`src/rtl/emb_mem_pkg.sv`:
```
// Shared constants and mode encodings for the embedded memory block.
package emb_mem_pkg;

   // ----------------------------------------------------------------
   // Default geometry and address-width limit
   // ----------------------------------------------------------------
   localparam int DATA_W_DEF = 16;
   localparam int ADDR_W_DEF = 5;
   localparam int ADDR_W_MAX = 12;

   // ----------------------------------------------------------------
   // Operating modes, one-hot
   // ----------------------------------------------------------------
   typedef enum logic [3:0] {
      MODE_SPLIT_RW = 4'h1,
      MODE_IN_OUT   = 4'h2,
      MODE_SINGLE   = 4'h4,
      MODE_CAM      = 4'h8
   } op_mode_t;

endpackage

```
`src/rtl/embedded_memory_block.sv`:
```
// Embedded memory block: dual-port, single-port or content-addressable storage.
`timescale 1ns/100ps
module embedded_memory_block #(
   parameter int DATA_W = emb_mem_pkg::DATA_W_DEF,
   parameter int ADDR_W = emb_mem_pkg::ADDR_W_DEF
) (
   input  wire logic                 clock,
   input  wire logic                 rst,
   input  wire logic                 chip_wide_clear_n,
   input  wire logic                 global_clear,
   input  wire logic                 local_clear_a,
   input  wire logic                 local_clear_b,
   input  wire logic                 enable_a,
   input  wire logic                 enable_b,
   input  emb_mem_pkg::op_mode_t     op_mode,
   input  wire logic                 reg_din,
   input  wire logic                 reg_dout,
   input  wire logic                 reg_raddr,
   input  wire logic                 reg_waddr,
   input  wire logic                 reg_write_strobe,
   input  wire logic                 reg_fetch_gate,
   input  wire logic [DATA_W-1:0]    din,
   input  wire logic [ADDR_W-1:0]    waddr,
   input  wire logic [ADDR_W-1:0]    raddr,
   input  wire logic                 write_strobe,
   input  wire logic                 fetch_gate,
   output logic      [DATA_W-1:0]    dout,
   output logic      [ADDR_W-1:0]    match_addr,
   output logic                      match
);
   import emb_mem_pkg::*;

   localparam int DEPTH = 1 << ADDR_W;

   // ----------------------------------------------------------------
   // Elaboration check
   // ----------------------------------------------------------------
   if (DATA_W < 1 || ADDR_W < 1 || ADDR_W > ADDR_W_MAX) begin : g_bad_geometry
      $error("embedded_memory_block: unsupported geometry");
   end

   // ----------------------------------------------------------------
   // Storage and state
   // ----------------------------------------------------------------
   logic [DATA_W-1:0] mem [DEPTH];
   logic [DATA_W-1:0] din_q,     next_din_q;
   logic [ADDR_W-1:0] waddr_q,   next_waddr_q;
   logic [ADDR_W-1:0] raddr_q,   next_raddr_q;
   logic              we_q,      next_we_q;
   logic              fetch_q,   next_fetch_q;
   logic [DATA_W-1:0] rd_stage,  next_rd_stage;
   logic [DATA_W-1:0] next_dout;
   logic [ADDR_W-1:0] next_match_addr;
   logic              next_match;

   logic              clear_a, clear_b, rd_in_clr, rd_in_ce;
   logic              is_split, is_cam;
   logic [DATA_W-1:0] din_e, mem_q;
   logic [ADDR_W-1:0] waddr_e, raddr_e, rd_addr_e;
   logic              we_e, fetch_e, wr_fire, rd_fire;
   logic              hit;
   logic [ADDR_W-1:0] hit_addr;

   // Side clears; the chip-wide clear and reset beat every enable.
   assign clear_a  = rst | ~chip_wide_clear_n | global_clear | local_clear_a;
   assign clear_b  = rst | ~chip_wide_clear_n | global_clear | local_clear_b;
   assign is_split = (op_mode == MODE_SPLIT_RW);
   assign is_cam   = (op_mode == MODE_CAM);

   // Read-side input registers follow side B only when reads and writes are split.
   assign rd_in_ce  = is_split ? enable_b : enable_a;
   assign rd_in_clr = is_split ? clear_b  : clear_a;

   // Each path picks its registered copy or the live port.
   assign din_e     = reg_din          ? din_q   : din;
   assign waddr_e   = reg_waddr        ? waddr_q : waddr;
   assign raddr_e   = reg_raddr        ? raddr_q : raddr;
   assign we_e      = reg_write_strobe ? we_q    : write_strobe;
   assign fetch_e   = reg_fetch_gate   ? fetch_q : fetch_gate;
   assign rd_addr_e = (op_mode == MODE_SINGLE) ? waddr_e : raddr_e;
   assign wr_fire   = we_e & enable_a & ~clear_a;
   assign rd_fire   = fetch_e & rd_in_ce & ~rd_in_clr & ~is_cam;
   assign mem_q     = mem[rd_addr_e];

   // ----------------------------------------------------------------
   // Parallel search, lowest matching address wins
   // ----------------------------------------------------------------
   always_comb begin
      hit      = 1'b0;
      hit_addr = '0;
      for (int i = DEPTH - 1; i >= 0; i--) begin
         if (mem[i] == din_e) begin
            hit      = 1'b1;
            hit_addr = ADDR_W'(i);
         end
      end
   end

   // ----------------------------------------------------------------
   // Next values of the input registers
   // ----------------------------------------------------------------
   always_comb begin
      next_din_q   = din_q;
      next_waddr_q = waddr_q;
      next_we_q    = we_q;
      next_raddr_q = raddr_q;
      next_fetch_q = fetch_q;
      if (clear_a) begin
         next_din_q   = '0;
         next_waddr_q = '0;
         next_we_q    = 1'b0;
      end else if (enable_a) begin
         next_din_q   = din;
         next_waddr_q = waddr;
         next_we_q    = write_strobe;
      end
      if (rd_in_clr) begin
         next_raddr_q = '0;
         next_fetch_q = 1'b0;
      end else if (rd_in_ce) begin
         next_raddr_q = raddr;
         next_fetch_q = fetch_gate;
      end
   end

   // Input registers.
   always_ff @(posedge clock) begin
      din_q   <= next_din_q;
      waddr_q <= next_waddr_q;
      we_q    <= next_we_q;
      raddr_q <= next_raddr_q;
      fetch_q <= next_fetch_q;
   end

   // Array write; a same-cycle read sees the old word.
   always_ff @(posedge clock) begin
      if (wr_fire) begin
         mem[waddr_e] <= din_e;
      end
   end

   // ----------------------------------------------------------------
   // Next values of the output side
   // ----------------------------------------------------------------
   always_comb begin
      next_rd_stage   = rd_fire ? mem_q : rd_stage;
      next_dout       = dout;
      next_match      = match;
      next_match_addr = match_addr;
      if (reg_dout) begin
         if (enable_b) begin
            next_dout = rd_stage;
         end
      end else if (rd_fire) begin
         next_dout = mem_q;
      end
      if (enable_b) begin
         next_match      = is_cam & hit;
         next_match_addr = is_cam ? hit_addr : '0;
      end
      if (clear_b) begin
         next_rd_stage   = '0;
         next_dout       = '0;
         next_match      = 1'b0;
         next_match_addr = '0;
      end
   end

   // Output registers.
   always_ff @(posedge clock) begin
      rd_stage   <= next_rd_stage;
      dout       <= next_dout;
      match      <= next_match;
      match_addr <= next_match_addr;
   end

   // Every location compared with the search word, so that no lower match can hide.
   logic [DEPTH-1:0] eq_vec;
   always_comb begin
      for (int j = 0; j < DEPTH; j++) begin
         eq_vec[j] = (mem[j] == din_e);
      end
   end
endmodule
```
`config.mk`:
```
export PLATFORM = sky130hd
export DESIGN_NAME = embedded_memory_block
export DESIGN_NICKNAME = d
export VERILOG_FILES = /design/src/rtl/emb_mem_pkg.sv /design/src/rtl/embedded_memory_block.sv
export SDC_FILE = /design/constraint.sdc
export NUM_CORES = 1
export LEC_CHECK = 0
export ABC_CLOCK_PERIOD_IN_PS = 6500
export BUFFER_PORTS_ARGS = -buffer_cell sky130_fd_sc_hd__buf_4
export CAP_MARGIN = 20
export CELL_PAD_IN_SITES_DETAIL_PLACEMENT = 1
export CELL_PAD_IN_SITES_GLOBAL_PLACEMENT = 2
export CORE_MARGIN = 2
export CORE_UTILIZATION = 35
export DETAILED_ROUTE_END_ITERATION = 10
export PLACE_DENSITY = 0.68
export RECOVER_POWER = 50
export SETUP_SLACK_MARGIN = 0.1
export SLEW_MARGIN = 20
export SYNTH_ARGS = -nofsm -noshare
export SYNTH_HDL_FRONTEND = slang
export SYNTH_SLANG_ARGS = --single-unit
```
`constraint.sdc`:
```
create_clock -name clock -period 6.5 [get_ports clock]
set_input_delay 1.3 -clock clock [delete_from_list [all_inputs] [get_ports clock]]
set_output_delay 1.3 -clock clock [all_outputs]
set_load 0.01 [all_outputs]
```
### After elaboration in Yosys (flattened, before gate mapping)

Memories as Yosys holds them, arrays and structs flattened.
Index checks and enable logic that the tools add are counted.

| storage, ports and cells | value |
|---|---|
| bits in registers | 66 |
| memory bits (writable) | 512 |
| bits of input ports | 46 |
| memories | 1 |

Memory list:

| memory | depth | bits a word | read ports | clocked after memory_dff | wr ports | line | text |
|---|---|---|---|---|---|---|---|
| mem | 32 | 16 | 33 | 0 | 1 | embedded_memory_block.sv:45 | `logic [DATA_W-1:0] mem [DEPTH];` |

| cells by class | value |
|---|---|
| eq/ne operators | 36 |
| mux-type cells | 78 |
| bitwise gates (word level) | 14 |
| reduce and logical (&&, ||, !) cells | 2 |

Operators by type and width:

| kind | count |
|---|---|
| == test 16 bit | 32 |
| 2-to-1 mux 5 bit | 36 |
| 2-to-1 mux 16 bit | 4 |
| 2-to-1 mux 1 bit | 38 |
| AND 1 bit | 6 |
| == test 4 x 1 -> 1 bit, second input constant | 1 |
| == test 4 x 3 -> 1 bit, second input constant | 1 |
| == test 4 bit, second input constant | 1 |
| inverter 1 bit | 4 |
| bitwise OR 1 bit | 4 |
| inequality test 2 bit, second input constant | 1 |
| AND reduction 2 bit | 1 |
| nonzero test 2 bit | 1 |

### Depth between registers and ports, before layout

| depth | value |
|---|---|
| depth after elaboration | 35 |
| mapped depth | 13 |
| gate-level depth less buffers | 9 |

### Worst setup path after synthesis

Ideal clock, no wire load.

| path | value |
|---|---|
| kind | input -> register |
| start point | input op_mode[3] |
| end point | register rd_stage[10] |
| arrival | 3.693 ns |
| required time | 6.363 ns |
| setup slack | 2.669 ns |
| stages on the path | 9 |
| path buffers | 2 |
| cell sequence | nor4b_4 -> mux2i_1 -> buf_2 -> buf_2 -> mux4_2 -> a211oi_1 -> a21oi_1 -> a21oi_1 -> a211oi_1 |

| between the ends | value |
|---|---|
| word-level cells in the longest chain between the ends | 5 |
| elaborated cells on any way between the ends | 12 |

RTL lines:

| what | line | text |
|---|---|---|
| start: declaration | embedded_memory_block.sv:15 | `input emb_mem_pkg::op_mode_t op_mode,` |
| parallel branches: the longest is 5 deep, another holds memory (32 x 16 bit) | -- |  |
| end signal: assignment | embedded_memory_block.sv:171 | `rd_stage <= next_rd_stage;` |
| end: declaration | embedded_memory_block.sv:51 | `logic [DATA_W-1:0] rd_stage, next_rd_stage;` |

Parallel ways; which one is timed is not known.
A chain may end at the register's enable or synchronous reset.

### Worst setup path after layout

| path | value |
|---|---|
| start point | input reg_din |
| end point | register match |

| between the ends | value |
|---|---|
| word-level cells in the longest chain between the ends | 35 |
| elaborated cells on any way between the ends | 66 |

RTL lines:

| what | line | text |
|---|---|---|
| start: declaration | embedded_memory_block.sv:16 | `input wire logic reg_din,` |
| 2-to-1 mux 16 bit * | embedded_memory_block.sv:75 | `assign din_e = reg_din ? din_q : din;` |
| == test 16 bit | -- |  |
| 2-to-1 mux 1 bit (31 in series) | embedded_memory_block.sv:92 | `if (mem[i] == din_e) begin` |
| 2-to-1 mux 1 bit * | embedded_memory_block.sv:92 |  |
| AND 1 bit * | embedded_memory_block.sv:158 | `next_match = is_cam & hit;` |
| end signal: assignment | embedded_memory_block.sv:173 | `match <= next_match;` |
| end: declaration | embedded_memory_block.sv:29 | `output logic match` |

Every way passes the cells marked *; elsewhere a longest branch is shown, timed or not.

==> impl_metrics.env <==
export IMPL_status="finished, violations left"
export IMPL_violations="capacitance limit, slew limit"
export IMPL_setup_violations=0
export IMPL_finalWorstSetupSlack_ps=953.8
export IMPL_pwr_share_comb=0.101
export IMPL_critPathLaunchType="input pin"
export IMPL_core_area_um2=82110
export IMPL_cts_resized=0
export IMPL_pwr_share_clk=0.438
export IMPL_ys_types=54
export IMPL_synth_seq_cells=578
export IMPL_finalSetupTns_ps=0
export IMPL_report_power_total_mw=8.776
export IMPL_synth_main_ff_cell="edfxtp_1"
export IMPL_max_cap_violations=15
export IMPL_die_h_um=291.9
export IMPL_synthDominantCellAreaShare=0.5300
export IMPL_wl_um=98450
export IMPL_fin_crit_ps=5546
export IMPL_timing_hold_ws_ps=495.0
export IMPL_cts_htree_levels=3
export IMPL_layout_nets=2132
export IMPL_cts_sinks=578
export IMPL_io_pins=68
export IMPL_drtIter0Drc=1470
export IMPL_track_usage=0.2314
export IMPL_drc=0
export IMPL_async_reset_ff_frac=0
export IMPL_multiInputGateArea_um2=11630
export IMPL_cts_buffers_inserted=67
export IMPL_final_hold_viol_count=0
export IMPL_design_area_um2=33100
export IMPL_ff2ff_setup_slack_ps=1840
export IMPL_initial_core_util=0.3533
export IMPL_drt_first_pass_iters=5
export IMPL_grt_ovfl_total=0
export IMPL_powerDensity_nw_per_um2=265.1
export IMPL_grt_pass1_vias=18870
export IMPL_die_x_um=291.9
export IMPL_syn_nets=1998
export IMPL_post_cts_buffers=0
export IMPL_preCtsSetupSlack_ps=1074
export IMPL_via_per_inst=5.548
export IMPL_synth_edf_count=512
export IMPL_intPower_mw=6.633
export IMPL_yosysTopAreaCell="edfxtp_1"
export IMPL_drive_above_1_share=0.1732
export IMPL_switching_power_mw=2.143
export IMPL_ys_seq_area_frac=0.5755
export IMPL_cts_tree="done"
export IMPL_regArea_um2=16700
export IMPL_fin_crit_sh=0.8533
export IMPL_fmax_mhz=180.3
export IMPL_swShare=0.2441
export IMPL_dieArea_um2=85210
export IMPL_yosys_warnings=0
export IMPL_ir_drop_v=0.0001497
export IMPL_hpwl_um=70040
export IMPL_synth_area_top_cells="edfxtp_1 (53%), xnor2_1 (15%), mux4_2 (9.9%)"
export IMPL_grt_pass1_wl_um=141200
export IMPL_gp_congestion=0.8977
export IMPL_antenna_found_initial=3
export IMPL_netlist_area_um2=29010
export IMPL_cts_root_buffer="clkbuf_16"
export IMPL_min_path_type="flip-flop to flip-flop"
export IMPL_clock_latency_ps=630
export IMPL_grt_max_degree=72
export IMPL_synth_cells=1952
export IMPL_leakagePower_nw=10.64
export IMPL_portBuffers=67
export IMPL_dpl_cell_area_um2=31190
export IMPL_rsz0062_at_grt="no"
export IMPL_row_count=105
export IMPL_cp_required_ps=6960
export IMPL_ant_nets=0
export IMPL_cp_end_kind="flip-flop"
export IMPL_num_vias=17790
export IMPL_avgSynthCellArea_um2=14.86
export IMPL_clkSlewWorstSetupHoldPaths_ps=60
export IMPL_wire_per_inst_um=30.70
export IMPL_area_growth_pct=14.09
export IMPL_crit_fanout=16
export IMPL_fillCellCount=8288
export IMPL_tightest_slew_ps=2084
export IMPL_slew_limit_headroom=-0.3895
export IMPL_worstSetupPathType="input pin to flip-flop"
export IMPL_slew_viol_final=322
export IMPL_cp_data_arrival_time_ps=6010
export IMPL_finalClockSkew_ps=33.84
export IMPL_hold_buffers=0
export IMPL_p_seq_frac=0.461
export IMPL_clockBufferDepth=3
-- registers in the layout, indices dropped and copies added, names as in the netlist --
signal      cells
dout           16
we_q            1
fetch_q         1
din_q          16
waddr_q         5
raddr_q         5
rd_stage       16
mem           512
match_addr      5
match           1
-- stage by stage --
stage,cells,utilization
6_report,3207,0.4031
5_1_grt,3206,0.4031
4_1_cts,3206,0.4066
3_5_place_dp,3087,0.3799
3_3_place_gp,3087,0.3799
2_1_floorplan,1952,-
-- cells in the mapped netlist (all sizes together) (2+ instances only) --
master	n
o211ai	3
nor2	107
or4b	2
o221ai	7
xnor2	512
nor4	131
a211oi	39
mux4	128
dfxtp	66
and2	4
o21ai	6
edfxtp	512
nand4	36
mux2i	134
and3	3
inv	21
o31ai	3
buf	81
a21oi	29
clkbuf	31
nor3	3
nand2b	6
a221oi	9
nand3	3
nor2b	19
a311oi	2
mux2	2
a31oi	3
nand2	33
nor4b	4
or3	3
-- per-layer routing --
metal	vias up	GRT usage	routed length (µm)
met4	2	0.07028	2555
met1	9317	0.3162	42290
met5	-	0	13
met3	140	0.04704	7291
li1	7680	-	-
met2	652	0.3712	46300
-- power groups by stage --
| stage | Combinational, mW | Clock, mW | Sequential (mW) |
|---|---|---|---|
| detailed placement | 0.893 | 0 | 4.12 |
| global route | 0.929 | 4.05 | 4.05 |
| finish | 0.883 | 3.84 | 4.05 |
| global placement | 0.889 | 0 | 4.12 |
| CTS | 0.897 | 3.92 | 4.05 |
| floorplan | 0.559 | 0 | 4.12 |
-- worst max-delay path, cell delays in order --
cell and delay, ps:
buf_4 390, mux2i_1 1540, clkbuf_1 620, xnor2_1 270, nor4_1 120, nand4_1 230
nand2_1 140, nor4_1 420, nand4_1 170, o311ai_0 640, a21oi_1 140
-- path summary, 6_finish.rpt --
kind | start | to | cells past startpoint
max | reg_din | match$_SDFFE_PP0P_ | 11
min | waddr_q[4]$_SDFFE_PP0P_ | waddr_q[4]$_SDFFE_PP0P_ | 2
max reg2reg | din_q[8]$_SDFFE_PP0P_ | match$_SDFFE_PP0P_ | 10
min reg2reg | waddr_q[4]$_SDFFE_PP0P_ | waddr_q[4]$_SDFFE_PP0P_ | 2
-- kinds of logic after synthesis --
family	share of synthesized area
multiplexers	0.1515
AO/OA/AOI/OAI	0.02665
XOR/XNOR	0.1546
flip-flops	0.5755
AND/OR/NAND/NOR	0.06629
buffers and inverters	0.02549
-- placed cells by master (no fill, tap or decap), types with 33 or more instances in the layout --
cell type	count
a211oi_1	39
buf_4	114
clkbuf_1	74
clkbuf_16	70
dfxtp_1	66
edfxtp_1	512
mux2i_1	121
mux4_2	128
nand2_1	33
nand4_1	36
nor2_1	106
nor4_1	130
xnor2_1	512
-- final cells by class --
cell class	instances	area share
flip-flops and latches	578	0.5044
multi-input cells	1241	0.3514
clock buffers	90	0.05640
well taps	1070	0.04045
repair buffers	177	0.03508
clock inverters	29	0.009828
inverters	21	0.002381
diodes	1	0.00007560
(Power assumes the default switching activity.)
